$ cat config.mk
export PLATFORM = sky130hd
export DESIGN_NAME = dct_timer
export DESIGN_NICKNAME = d
export VERILOG_FILES = /design/src/dct_pkg.sv /design/src/dct_prescaler.sv /design/src/dct_channel.sv /design/src/dct_timer.sv
export SDC_FILE = /design/constraint.sdc
export NUM_CORES = 1
export LEC_CHECK = 0
export BUFFER_PORTS_ARGS = -buffer_cell sky130_fd_sc_hd__buf_4
export CORE_ASPECT_RATIO = 0.9
export CORE_MARGIN = 5
export CORE_UTILIZATION = 53
export CTS_CLUSTER_SIZE = 12
export DETAILED_ROUTE_END_ITERATION = 10
export PLACE_DENSITY = 0.86
export SLEW_MARGIN = 0
export SYNTH_ARGS = -nofsm -noshare
export SYNTH_HDL_FRONTEND = slang
export SYNTH_SLANG_ARGS = --single-unit
$ cat constraint.sdc
create_clock -name i_clock -period 3 [get_ports i_clock]
set_input_delay 0.6 -clock i_clock [delete_from_list [all_inputs] [get_ports i_clock]]
set_output_delay 0.6 -clock i_clock [all_outputs]
set_load 0.05 [all_outputs]
$ cat src/dct_pkg.sv
`default_nettype none
package dct_pkg;
  // register word indices on the bus (byte address / 4); 0xff34/0xff35 printed, not multiples of four, so they are indices
  localparam logic [15:0] IDX_MODE    = 16'hff34;
  localparam logic [15:0] IDX_CTRL    = 16'hff35;
  localparam logic [15:0] IDX_COUNT   = 16'hff36;
  localparam logic [15:0] IDX_CMP0    = 16'hff37;
  localparam logic [15:0] IDX_CMP1    = 16'hff38;
  localparam logic [15:0] IDX_OUTCTL  = 16'hff39;
  localparam logic [15:0] IDX_CLKSEL  = 16'hff3a;
  localparam logic [15:0] IDX_EDGESEL = 16'hff3b;
  localparam logic [15:0] IDX_NOISE   = 16'hff3c;
  localparam logic [15:0] IDX_COUNT2  = 16'hff3d;
  localparam logic [15:0] IDX_CMP2    = 16'hff3e;
  localparam logic [15:0] IDX_CMP3    = 16'hff3f;
  localparam int          ADDR_W      = 18;

  // count control and overflow bit positions
  localparam int CE_BIT   = 1;
  localparam int OVF_BIT  = 0;
  localparam int CE3_BIT  = 3;
  localparam int SECOND_OVERFLOW_FLAG_BIT = 2;
  localparam logic [7:0] CTRL_MASK = 8'h0f;

  // clock select codes
  localparam logic [2:0] CLK_DIV4  = 3'h0;
  localparam logic [2:0] CLK_DIV64 = 3'h4;
  localparam logic [2:0] CLK_EXT   = 3'h5;
  localparam int         PRESC_W   = 6;

  // output mode nibble codes (mode1, mode0, clr1, clr0)
  localparam logic [3:0] OM_TOG_OVF  = 4'h0;
  localparam logic [3:0] OM_TOG_C0   = 4'h1;
  localparam logic [3:0] OM_TOG_C1   = 4'h2;
  localparam logic [3:0] OM_PWM0     = 4'h4;
  localparam logic [3:0] OM_PPG0     = 4'h6;
  localparam logic [3:0] OM_PWM1     = 4'h8;
  localparam logic [3:0] OM_PPG1     = 4'h9;
  localparam logic [3:0] OM_PWM_BOTH = 4'hc;

  localparam logic [15:0] CNT_ZERO  = 16'h0000;
  localparam logic [15:0] CNT_ONE   = 16'h0001;
  localparam logic [15:0] CNT_FULL  = 16'hffff;
  localparam logic [15:0] CMP_RESET = 16'h0000;
  localparam logic [1:0]  RESP_OKAY   = 2'b00;
  localparam logic [1:0]  RESP_SLVERR = 2'b10;

  // one channel's decoded output behaviour
  typedef struct packed {
    logic pwm;   // pwm or pulse-generator style
    logic programmable_pulse_mode;
    logic clr0;
    logic clr1;
  } dct_mode_s;

  typedef enum logic [1:0] {
    DCT_EDGE_FALL,
    DCT_EDGE_RISE,
    DCT_EDGE_NONE,
    DCT_EDGE_BOTH
  } dct_edge_e;

  // decode an output-mode nibble; prohibited codes fall back to toggle-on-overflow
  function automatic dct_mode_s dct_decode(input logic [3:0] code, input logic ch);
    dct_mode_s m;
    m = '0;
    unique case (code)
      OM_TOG_C0:   m.clr0 = 1'b1;
      OM_TOG_C1:   m.clr1 = 1'b1;
      OM_PWM0:     m.pwm  = !ch;
      OM_PPG0: begin
        m.pwm  = !ch;
        m.programmable_pulse_mode  = !ch;
        m.clr1 = 1'b1;
      end
      OM_PWM1:     m.pwm  = ch;
      OM_PPG1: begin
        m.pwm  = ch;
        m.programmable_pulse_mode  = ch;
        m.clr0 = 1'b1;
      end
      OM_PWM_BOTH: m.pwm  = 1'b1;
      default:     m = '0;
    endcase
    return m;
  endfunction
endpackage
`default_nettype wire

$ cat src/dct_prescaler.sv
`default_nettype none
// ****************************************************
// shared time base and count clock selection
// ****************************************************
module dct_prescaler
  import dct_pkg::*;
(
  // clock and reset
  input  wire logic       i_clock,
  input  wire logic       i_reset,
  // control
  input  wire logic       i_run,
  input  wire logic [2:0] i_select,
  input  wire logic       i_ext_tick,
  // count enable pulse
  output logic            o_tick
);
  logic [PRESC_W-1:0] base_reg;

  // shared time base; runs only while a counter is enabled
  always_ff @(posedge i_clock) begin
    if (i_reset || !i_run) begin
      base_reg <= '0;
    end else begin
      base_reg <= base_reg + 1'b1;
    end
  end

  always_comb begin
    o_tick = 1'b0;
    if (i_select == CLK_EXT) begin
      o_tick = i_ext_tick;
    end else if (i_select <= CLK_DIV64) begin
      o_tick = i_run && (base_reg[i_select +: 2] == 2'b11)
               && ((base_reg & ((6'h01 << i_select) - 6'h01)) == 6'h00) && base_reg[i_select+1];
    end
  end
endmodule
`default_nettype wire

$ cat src/dct_channel.sv
`default_nettype none
// ****************************************************
// one compare channel with pin output control
// ****************************************************
module dct_channel
  import dct_pkg::*;
(
  // clock and reset
  input  wire logic        i_clock,
  input  wire logic        i_reset,
  // from counter
  input  wire logic        i_match,
  input  wire logic        i_overflow,
  input  wire logic        i_stop,
  // configuration
  input  wire logic        i_pwm,
  input  wire logic        i_ppg,
  input  wire logic        i_enable,
  input  wire logic        i_level,
  // pin
  output logic             o_pin
);
  logic state_reg;
  logic pin_reg;
  logic fired_reg;

  // raw waveform: toggle, or set on overflow and reset on first match
  always_ff @(posedge i_clock) begin
    if (i_reset) begin
      state_reg <= 1'b0;
      fired_reg <= 1'b0;
    end else if (i_stop) begin
      state_reg <= state_reg;   // level held while stopped
    end else if (i_pwm) begin
      // only the first match per cycle ends the pulse
      if (i_overflow && !i_ppg) begin
        state_reg <= 1'b1;
        fired_reg <= 1'b0;
      end else if (i_match && !fired_reg) begin
        state_reg <= 1'b0;
        fired_reg <= 1'b1;
      end else if (i_ppg && i_overflow) begin
        state_reg <= 1'b1;
        fired_reg <= 1'b0;
      end
    end else if (i_match) begin
      state_reg <= !state_reg;
    end
  end

  always_ff @(posedge i_clock) begin
    if (i_reset) begin
      pin_reg <= 1'b1;
    end else if (!i_enable) begin
      pin_reg <= !i_level;
    end else if (i_pwm) begin
      pin_reg <= state_reg ^ i_level;
    end else begin
      pin_reg <= !(state_reg ^ i_level);
    end
  end

  assign o_pin = pin_reg;
endmodule
`default_nettype wire

$ cat src/dct_timer.sv
`default_nettype none
// What this block does
// - low three select bits clock this counter; bits four to six the second.
// - codes 0-4 pick system clock over 4..64, code 5 the pin for this counter only.
// - counter read-only sixteen-bit word; reset gives zero, stopped.
// - compare 0 or 1 equal raises channel request and output match.
// - four sixteen-bit compare registers, read and write.
// - selected edge on external pin raises external request.
// - toggle modes clear on overflow, compare 0 or compare 1.
// - mode nibble selects pwm or pulse generator per output.
// - control register holds both enables and overflow flags; top nibble zero.
// - disabled output holds inverse of its level bit.
// - level bit meaning flips between toggle and pwm.
// - setting enable loads one on first count clock.
// - clearing enable zeroes counter at once, stops matches.
// - writing one to a set enable changes nothing.
// - wrap from all ones sets overflow flag.
// - overflow flag cleared only by software write.
// - match clear holds value until next count clock.
// - restart after stop always begins at one.
// - first selector picks five divisions or the pin; the second only the divisions.
// - pin sampled at system clock or a quarter of it.
// - toggle mode inverts a pin on its own match.
module dct_timer
  import dct_pkg::*;
(
  // clock and reset
  input  wire logic              i_clock,
  input  wire logic              i_reset,
  // axi4-lite write address
  input  wire logic              s_axi_awvalid,
  output logic                   s_axi_awready,
  input  wire logic [ADDR_W-1:0] s_axi_awaddr,
  // axi4-lite write data
  input  wire logic              s_axi_wvalid,
  output logic                   s_axi_wready,
  input  wire logic [31:0]       s_axi_wdata,
  input  wire logic [3:0]        s_axi_wstrb,
  // axi4-lite write response
  output logic                   s_axi_bvalid,
  input  wire logic              s_axi_bready,
  output logic [1:0]             s_axi_bresp,
  // axi4-lite read
  input  wire logic              s_axi_arvalid,
  output logic                   s_axi_arready,
  input  wire logic [ADDR_W-1:0] s_axi_araddr,
  output logic                   s_axi_rvalid,
  input  wire logic              s_axi_rready,
  output logic [31:0]            s_axi_rdata,
  output logic [1:0]             s_axi_rresp,
  // pins
  input  wire logic              i_external_count_input,
  output logic                   o_timer_output_0,
  output logic                   o_timer_output_1,
  // request pulses
  output logic                   o_compare0_irq,
  output logic                   o_compare1_irq,
  output logic                   o_external_edge_irq
);
  // ****************************************************
  // registers
  // ****************************************************
  logic [7:0]  mode_reg;
  logic [7:0]  ctrl_reg;
  logic [7:0]  outctl_reg;
  logic [7:0]  clksel_reg;
  logic [1:0]  edgesel_reg;
  logic        noise_reg;
  logic [15:0] count_reg;
  logic [15:0] cmp0_reg;
  logic [15:0] cmp1_reg;
  logic [15:0] count2_reg;
  logic [15:0] cmp2_reg;
  logic [15:0] cmp3_reg;
  logic        fresh_reg;
  logic        fresh2_reg;
  logic        clr_pend_reg;
  logic        irq0_reg;
  logic        irq1_reg;
  logic        irqx_reg;

  // bus state
  logic              aw_held_reg;
  logic              w_held_reg;
  logic [ADDR_W-1:0] awaddr_reg;
  logic [31:0]       wdata_reg;
  logic [3:0]        wstrb_reg;
  logic              bvalid_reg;
  logic [1:0]        bresp_reg;
  logic              rvalid_reg;
  logic [31:0]       rdata_reg;
  logic [1:0]        rresp_reg;

  // ****************************************************
  // external pin sampling and edge detection
  // ****************************************************
  logic       pin_s1_reg;
  logic       pin_s2_reg;
  logic       pin_q_reg;
  logic       pin_prev_reg;
  logic [1:0] quarter_reg;
  logic       pin_rise;
  logic       pin_fall;
  logic       pin_edge;

  // two-stage synchroniser, second stage feeds the sampler only
  always_ff @(posedge i_clock) begin
    if (i_reset) begin
      pin_s1_reg <= 1'b0;
      pin_s2_reg <= 1'b0;
    end else begin
      pin_s1_reg <= i_external_count_input;
      pin_s2_reg <= pin_s1_reg;
    end
  end

  // sample at full or quarter rate
  always_ff @(posedge i_clock) begin
    if (i_reset) begin
      quarter_reg  <= '0;
      pin_q_reg    <= 1'b0;
      pin_prev_reg <= 1'b0;
    end else begin
      quarter_reg <= quarter_reg + 2'h1;
      if (!noise_reg || quarter_reg == 2'h3) begin
        pin_q_reg <= pin_s2_reg;
      end
      pin_prev_reg <= pin_q_reg;
    end
  end

  assign pin_rise = pin_q_reg && !pin_prev_reg;
  assign pin_fall = !pin_q_reg && pin_prev_reg;

  always_comb begin
    unique case (dct_edge_e'(edgesel_reg))
      DCT_EDGE_FALL: pin_edge = pin_fall;
      DCT_EDGE_RISE: pin_edge = pin_rise;
      DCT_EDGE_NONE: pin_edge = 1'b0;
      DCT_EDGE_BOTH: pin_edge = pin_rise || pin_fall;
    endcase
  end

  // ****************************************************
  // count clocks for both counters
  // ****************************************************
  logic tick;
  logic tick2;
  logic ce;
  logic ce2;

  assign ce  = ctrl_reg[CE_BIT];
  assign ce2 = ctrl_reg[CE3_BIT];

  dct_prescaler u_presc (
    .i_clock    (i_clock),
    .i_reset    (i_reset),
    .i_run      (ce || ce2),
    .i_select   (clksel_reg[2:0]),
    .i_ext_tick (pin_edge),
    .o_tick     (tick)
  );

  dct_prescaler u_presc2 (
    .i_clock    (i_clock),
    .i_reset    (i_reset),
    .i_run      (ce || ce2),
    .i_select   (clksel_reg[6:4]),
    .i_ext_tick (1'b0),
    .o_tick     (tick2)
  );

  // ****************************************************
  // main counter
  // ****************************************************
  dct_mode_s m0;
  dct_mode_s m1;
  logic      match0;
  logic      match1;
  logic      wrap;
  logic      clr_src;

  assign m0 = dct_decode(mode_reg[3:0], 1'b0);
  assign m1 = dct_decode(mode_reg[3:0], 1'b1);
  assign match0  = ce && tick && !fresh_reg && (count_reg + 16'h0001 == cmp0_reg) && !clr_pend_reg;
  assign match1  = ce && tick && !fresh_reg && (count_reg + 16'h0001 == cmp1_reg) && !clr_pend_reg;
  assign wrap    = ce && tick && !fresh_reg && !clr_pend_reg && count_reg == CNT_FULL;
  assign clr_src = (m0.clr0 && match0) || (m0.clr1 && match1);

  always_ff @(posedge i_clock) begin
    if (i_reset) begin
      count_reg    <= CNT_ZERO;
      fresh_reg    <= 1'b1;
      clr_pend_reg <= 1'b0;
    end else if (!ce) begin
      count_reg    <= CNT_ZERO;
      fresh_reg    <= 1'b1;
      clr_pend_reg <= 1'b0;
    end else if (tick) begin
      if (fresh_reg) begin
        count_reg <= CNT_ONE;
        fresh_reg <= 1'b0;
      end else if (clr_pend_reg) begin
        count_reg    <= CNT_ZERO;
        clr_pend_reg <= 1'b0;
      end else begin
        count_reg    <= count_reg + 16'h0001;
        clr_pend_reg <= clr_src;
      end
    end
  end

  // second instance counter, reduced: count and overflow flag only, no outputs
  always_ff @(posedge i_clock) begin
    if (i_reset || !ce2) begin
      count2_reg <= CNT_ZERO;
      fresh2_reg <= 1'b1;
    end else if (tick2) begin
      count2_reg <= fresh2_reg ? CNT_ONE : count2_reg + 16'h0001;
      fresh2_reg <= 1'b0;
    end
  end

  // request pulses, one cycle after the match or pin edge
  always_ff @(posedge i_clock) begin
    if (i_reset) begin
      irq0_reg <= 1'b0;
      irq1_reg <= 1'b0;
      irqx_reg <= 1'b0;
    end else begin
      irq0_reg <= match0;
      irq1_reg <= match1;
      irqx_reg <= pin_edge;
    end
  end

  // ****************************************************
  // output channels
  // ****************************************************
  // mode nibble picks waveform
  dct_channel u_ch0 (
    .i_clock    (i_clock),
    .i_reset    (i_reset),
    .i_match    (match0),
    .i_overflow (wrap || (m0.programmable_pulse_mode && match1)),
    .i_stop     (!ce),
    .i_pwm      (m0.pwm),
    .i_ppg      (m0.programmable_pulse_mode),
    .i_enable   (outctl_reg[1]),
    .i_level    (outctl_reg[0]),
    .o_pin      (o_timer_output_0)
  );

  dct_channel u_ch1 (
    .i_clock    (i_clock),
    .i_reset    (i_reset),
    .i_match    (match1),
    .i_overflow (wrap || (m1.programmable_pulse_mode && match0)),
    .i_stop     (!ce),
    .i_pwm      (m1.pwm),
    .i_ppg      (m1.programmable_pulse_mode),
    .i_enable   (outctl_reg[3]),
    .i_level    (outctl_reg[2]),
    .o_pin      (o_timer_output_1)
  );

  // ****************************************************
  // axi4-lite slave
  // ****************************************************
  logic        wr_go;
  logic [15:0] wr_idx;
  logic [15:0] rd_idx;
  logic        wr_ok;

  assign wr_go  = aw_held_reg && w_held_reg && !bvalid_reg;
  assign wr_idx = awaddr_reg[ADDR_W-1:2];
  assign rd_idx = s_axi_araddr[ADDR_W-1:2];
  assign wr_ok  = wr_idx inside {IDX_MODE, IDX_CTRL, IDX_CMP0, IDX_CMP1, IDX_OUTCTL,
                                 IDX_CLKSEL, IDX_EDGESEL, IDX_NOISE, IDX_CMP2, IDX_CMP3};

  // address and data capture in either order
  always_ff @(posedge i_clock) begin
    if (i_reset) begin
      aw_held_reg <= 1'b0;
      w_held_reg  <= 1'b0;
      awaddr_reg  <= '0;
      wdata_reg   <= '0;
      wstrb_reg   <= '0;
    end else begin
      if (s_axi_awvalid && !aw_held_reg) begin
        aw_held_reg <= 1'b1;
        awaddr_reg  <= s_axi_awaddr;
      end else if (wr_go) begin
        aw_held_reg <= 1'b0;
      end
      if (s_axi_wvalid && !w_held_reg) begin
        w_held_reg <= 1'b1;
        wdata_reg  <= s_axi_wdata;
        wstrb_reg  <= s_axi_wstrb;
      end else if (wr_go) begin
        w_held_reg <= 1'b0;
      end
    end
  end

  // write response
  always_ff @(posedge i_clock) begin
    if (i_reset) begin
      bvalid_reg <= 1'b0;
      bresp_reg  <= RESP_OKAY;
    end else if (wr_go) begin
      bvalid_reg <= 1'b1;
      bresp_reg  <= wr_ok ? RESP_OKAY : RESP_SLVERR;
    end else if (s_axi_bready) begin
      bvalid_reg <= 1'b0;
    end
  end

  // register writes; byte lane 0 for bytes, lanes 0-1 for words
  always_ff @(posedge i_clock) begin
    if (i_reset) begin
      mode_reg    <= 8'h00;
      outctl_reg  <= 8'h00;
      clksel_reg  <= 8'h00;
      edgesel_reg <= 2'h0;
      noise_reg   <= 1'b0;
      cmp0_reg    <= CMP_RESET;
      cmp1_reg    <= CMP_RESET;
      cmp2_reg    <= CMP_RESET;
      cmp3_reg    <= CMP_RESET;
    end else if (wr_go && wstrb_reg[0]) begin
      unique case (wr_idx)
        IDX_MODE:    mode_reg    <= wdata_reg[7:0];
        IDX_OUTCTL:  outctl_reg  <= wdata_reg[7:0];
        IDX_CLKSEL:  clksel_reg  <= wdata_reg[7:0];
        IDX_EDGESEL: edgesel_reg <= wdata_reg[1:0];
        IDX_NOISE:   noise_reg   <= wdata_reg[0];
        IDX_CMP0:    cmp0_reg    <= wstrb_reg[1] ? wdata_reg[15:0] : cmp0_reg;
        IDX_CMP1:    cmp1_reg    <= wstrb_reg[1] ? wdata_reg[15:0] : cmp1_reg;
        IDX_CMP2:    cmp2_reg    <= wstrb_reg[1] ? wdata_reg[15:0] : cmp2_reg;
        IDX_CMP3:    cmp3_reg    <= wstrb_reg[1] ? wdata_reg[15:0] : cmp3_reg;
        default:     mode_reg    <= mode_reg;
      endcase
    end
  end

  always_ff @(posedge i_clock) begin
    if (i_reset) begin
      ctrl_reg <= 8'h00;
    end else begin
      if (wr_go && wstrb_reg[0] && wr_idx == IDX_CTRL) begin
        ctrl_reg <= wdata_reg[7:0] & CTRL_MASK;
      end
      if (wrap) begin
        ctrl_reg[OVF_BIT] <= 1'b1;
      end
      if (ce2 && tick2 && !fresh2_reg && count2_reg == CNT_FULL) begin
        ctrl_reg[SECOND_OVERFLOW_FLAG_BIT] <= 1'b1;
      end
    end
  end

  // read channel, one-cycle answer
  always_ff @(posedge i_clock) begin
    if (i_reset) begin
      rvalid_reg <= 1'b0;
      rdata_reg  <= '0;
      rresp_reg  <= RESP_OKAY;
    end else if (s_axi_arvalid && !rvalid_reg) begin
      rvalid_reg <= 1'b1;
      rresp_reg  <= RESP_OKAY;
      unique case (rd_idx)
        IDX_MODE:    rdata_reg <= {24'h000000, mode_reg};
        IDX_CTRL:    rdata_reg <= {24'h000000, ctrl_reg};
        IDX_COUNT:   rdata_reg <= {16'h0000, count_reg};
        IDX_CMP0:    rdata_reg <= {16'h0000, cmp0_reg};
        IDX_CMP1:    rdata_reg <= {16'h0000, cmp1_reg};
        IDX_OUTCTL:  rdata_reg <= {24'h000000, outctl_reg};
        IDX_CLKSEL:  rdata_reg <= {24'h000000, clksel_reg};
        IDX_EDGESEL: rdata_reg <= {30'h0, edgesel_reg};
        IDX_NOISE:   rdata_reg <= {31'h0, noise_reg};
        IDX_COUNT2:  rdata_reg <= {16'h0000, count2_reg};
        IDX_CMP2:    rdata_reg <= {16'h0000, cmp2_reg};
        IDX_CMP3:    rdata_reg <= {16'h0000, cmp3_reg};
        default: begin
          rdata_reg <= '0;
          rresp_reg <= RESP_SLVERR;
        end
      endcase
    end else if (s_axi_rready) begin
      rvalid_reg <= 1'b0;
    end
  end

  assign s_axi_awready       = !aw_held_reg;
  assign s_axi_wready        = !w_held_reg;
  assign s_axi_bvalid        = bvalid_reg;
  assign s_axi_bresp         = bresp_reg;
  assign s_axi_arready       = !rvalid_reg;
  assign s_axi_rvalid        = rvalid_reg;
  assign s_axi_rdata         = rdata_reg;
  assign s_axi_rresp         = rresp_reg;
  assign o_compare0_irq      = irq0_reg;
  assign o_compare1_irq      = irq1_reg;
  assign o_external_edge_irq = irqx_reg;
endmodule
`default_nettype wire

==> metrics.md <==
| Metric | Value |
|---|---|
| Outcome | `finished with violations` |
| Failing checks | `setup timing` |
| Slew HR | `0.393` |
| Max Buffers Root-to-Sink | `3` |
| Drt pass-1 iters | `6` |
| Largest net degree at the start of global routing | `~120` |
| Post-synthesis adder-cell area fraction | `0.0192` |
| Synth Cell Area | `roughly 11000 um2` |
| Post-Synth Simple-Gate Area | `0.228` |
| Dominant cells by area after synthesis | `dfxtp_1 (39%), mux2i_1 (10%), nor2_1 (5.9%)` |
| Worst Slack Setup Final | `-8.00 ps` |
| Hold Crit Depth | `2` |
| Grt total ovfl | `0` |
| Min-Delay Endpoint | `s_axi_rvalid` |
| Area leader, netlist | `dfxtp_1` |
| Tot Pwr | `slightly below 6 mW` |
| Top cell type's share of synthesized area | `0.386` |
| Mux contribution to synthesized area | `0.106` |
| Synth cell types | `80` |
| Fin. Hold Viols | `0` |
| # Max-Cap Violations | `0` |
| Prevailing post-synth register cell | `dfxtp_1` |
| DRC violations left | `0` |
| Min-delay src | `s_axi_rready` |
| Worst skew pair latency | `520 ps` |
| Critical R2R Capture | `u_ch0.state_reg` |
| Setup Skew | `26.5 ps` |
| Site row count | `50` |
| Routed WL | `31700 um` |
| RR Startpoint | `clksel_reg[1]` |
| Worst-path fanout max | `7` |
| Final Max Tran Viols | `0` |
| Fmax | `0.332 GHz` |
| Core Area | `between 20000 and 25000 um2` |
| Initial core utilization | `0.535` |
| CTS tree | `yes` |
| Synth cell count leaders | `dfxtp_1 (213), nor2_1 (174), nand2_1 (124), mux2i_1 (110), a21oi_1 (101)` |
| # IOs | `between 100 and 150` |
| Final Hold Slack | `285 ps` |
| Total track usage | `0.256` |
| Worst path required time | `between 3000 and 4000 ps` |
| Antenna diodes | `0` |
| TritonCTS Buffers | `23` |
| Worst R2R Path Depth | `10` |
| RSZ-0062 raised after global routing | `yes` |
| # fillers | `between 1500 and 2000` |
| Final setup fails | `1` |
| Yosys warns | `0` |
| Clock Sinks | `between 200 and 250` |
| Post-route minimum period | `between 3000 and 4000 ps` |
| Register area share after synthesis | `0.386` |
| Routed vias | `10323` |
| Synth async-reset ratio | `0` |
| Vias in the first global route | `about 10000` |
| Synthesis-stage register bit count | `roughly 210` |
| Post-Syn Area per Cell | `about 8.4 um2` |
| CTS root buf | `clkbuf_16` |
| RD Place Congestion | `~0.97` |
| Critical Path Sink Type | `register` |
| DP HPWL | `between 20000 and 25000 um` |
| Vert. Die Dim | `roughly 150 um` |
| Initial antenna violation count | `0` |
| Post-synth EDFFs | `0` |
| LEAKAGE | `around 5.2 nW` |
| H-tree depth | `1` |
| Post-Synth XOR/XNOR Area | `0.0434` |
| Die area | `around 24000 um2` |
| Drt first-iter violations | `around 1100` |
| Routed length per placed instance | `between 15 and 20 um` |
| Hold buffer count at cts | `0` |
| Period utilization | `1.00` |
| VDD IR-drop max | `between 0.0004 and 0.0005 V` |
| Reg-to-reg setup timing slack | `-8 ps` |
| Die W | `162 um` |
| Port buffer count | `85` |
| Pwr dens | `449 nW/um2` |
| Clock Pin Slew Worst Setup and Hold Paths | `about 60 ps` |
| Slew @ Worst Pin | `around 900 ps` |
| WP data arrival | `3390 ps` |
| Final net count | `between 1500 and 2000` |
| Proportion of layout cells with a drive suffix above 1 | `0.171` |
| Vias/cell | `6.09` |
| Critical Path Source Type | `register` |
| Count leader, synth | `dfxtp_1` |
| Main combinational cell family by area after synthesis | `simple AND/OR/NAND/NOR gates` |
| Area grow syn2layout | `18.1%` |
| Mapped Cells | `1317` |
| Crit Path Category | `register to register` |
| Global-route wire length before repair | `50700 um` |
| Compound-cell area share of the yosys netlist | `0.159` |
| Worst Hold Class | `input pin to register` |
| Antenna-violating nets left | `0` |
==> logic make-up (layout without fill, tap and decap cells) <==
group           count (synthesis)  count (layout)
flops                         213             213
xor+xnor                       53              53
fa+ha+maj                      17              17
compound gates                273             273
simple gates                  506             506
other cells                     1              18
buf+inv                       139             239
mux                           115             115
==> critical path, cell delays in order (launching register included) <==
cell      delay, ps
dfxtp_4         370
inv_4            50
ha_4            160
or4bb_1         490
o22ai_1         160
nand2_1          70
o41a_1          600
a311oi_2        340
and3_4          250
a222oi_1         90
mux2_1          320
==> layout make-up <==
type | instances | area, um2 | area share
multi-input combinational | 982 | 6330 | 0.485
sequential | 213 | 4280 | 0.327
timing repair buffer | 168 | 1290 | 0.0987
clock buffer | 33 | 673 | 0.0516
tap | 260 | 325 | 0.0249
inverter | 34 | 133 | 0.0102
clock inverter | 4 | 26.3 | 0.00201
==> where the power goes <==
group / switching (mW) / internal, mW / total, mW
Clock: 1.12 / 1.54 / 2.66
Sequential: 0.0473 / 2.86 / 2.91
Combinational: 0.195 / 0.0984 / 0.293
==> through the flow <==
| step | setup slack, ps | util | instance area (um2) | cells | TNS, ps |
|---|---|---|---|---|---|
| floorplan | 204 | - | 11100 | 1334 | 0 |
| global placement | 116 | 0.588 | 12100 | 1647 | 0 |
| detailed placement | 52.8 | 0.588 | 12100 | 1647 | 0 |
| CTS | 12.9 | 0.622 | 12800 | 1684 | 0 |
| global route | -115 | 0.632 | 13100 | 1694 | -283 |
| finish | -8.00 | 0.632 | 13100 | 1694 | -8.00 |
==> layer usage <==
| layer | up-vias | wire length [um] | track usage | share of wire |
|---|---|---|---|---|
| li1 | 4827 | - | - | - |
| met1 | 4910 | 13400 | 0.342 | 0.42 |
| met2 | 505 | 14500 | 0.415 | 0.46 |
| met3 | 81 | 2700 | 0.0449 | 0.085 |
| met4 | 0 | 1030 | 0.0947 | 0.033 |
| met5 | - | 0 | 0 | 0 |
==> cells in the final DEF, fill, tap and decap left out, drive strengths merged, types with 7 or more instances in the layout <==
cell | synthesis | layout
nor3b | 7 | 7
ha | 17 | 17
xor2 | 15 | 15
a31oi | 12 | 12
nand3b | 14 | 14
a22oi | 42 | 42
conb | 1 | 18
or3 | 12 | 12
a21oi | 101 | 101
nor2 | 174 | 174
mux2i | 110 | 110
nand3 | 32 | 32
and3 | 17 | 17
o21ai | 43 | 43
nand4b | 9 | 9
a211oi | 7 | 7
nor4 | 17 | 17
nand2b | 19 | 19
a21o | 7 | 7
xnor2 | 37 | 37
nand2 | 124 | 124
nand4 | 13 | 13
buf | 41 | 168
a22o | 7 | 7
a222oi | 7 | 7
nor2b | 18 | 18
clkbuf | 64 | 33
nor3 | 31 | 31
inv | 34 | 35
dfxtp | 213 | 213
==> how the worst max path moves through the flow <==
stage	from	end	slack [ps]	cells past startpoint
4_1_cts	clksel_reg[5]	ctrl_reg[2]	10	11
3_5_place_dp	clksel_reg[5]	ctrl_reg[2]	50	11
5_1_grt	clksel_reg[1]	u_ch0.state_reg	-110	10
6_report	clksel_reg[1]	u_ch0.state_reg	-8	10
2_1_floorplan	clksel_reg[1]	u_ch0.state_reg	200	11
3_3_place_gp	clksel_reg[0]	u_ch0.state_reg	120	10
==> timing repair <==
action	4_1_cts	5_1_grt
resized for setup	0	33
endpoints found under the setup margin	0	14
setup buffers	0	10
Note: power is estimated with default switching activity, not from simulation.
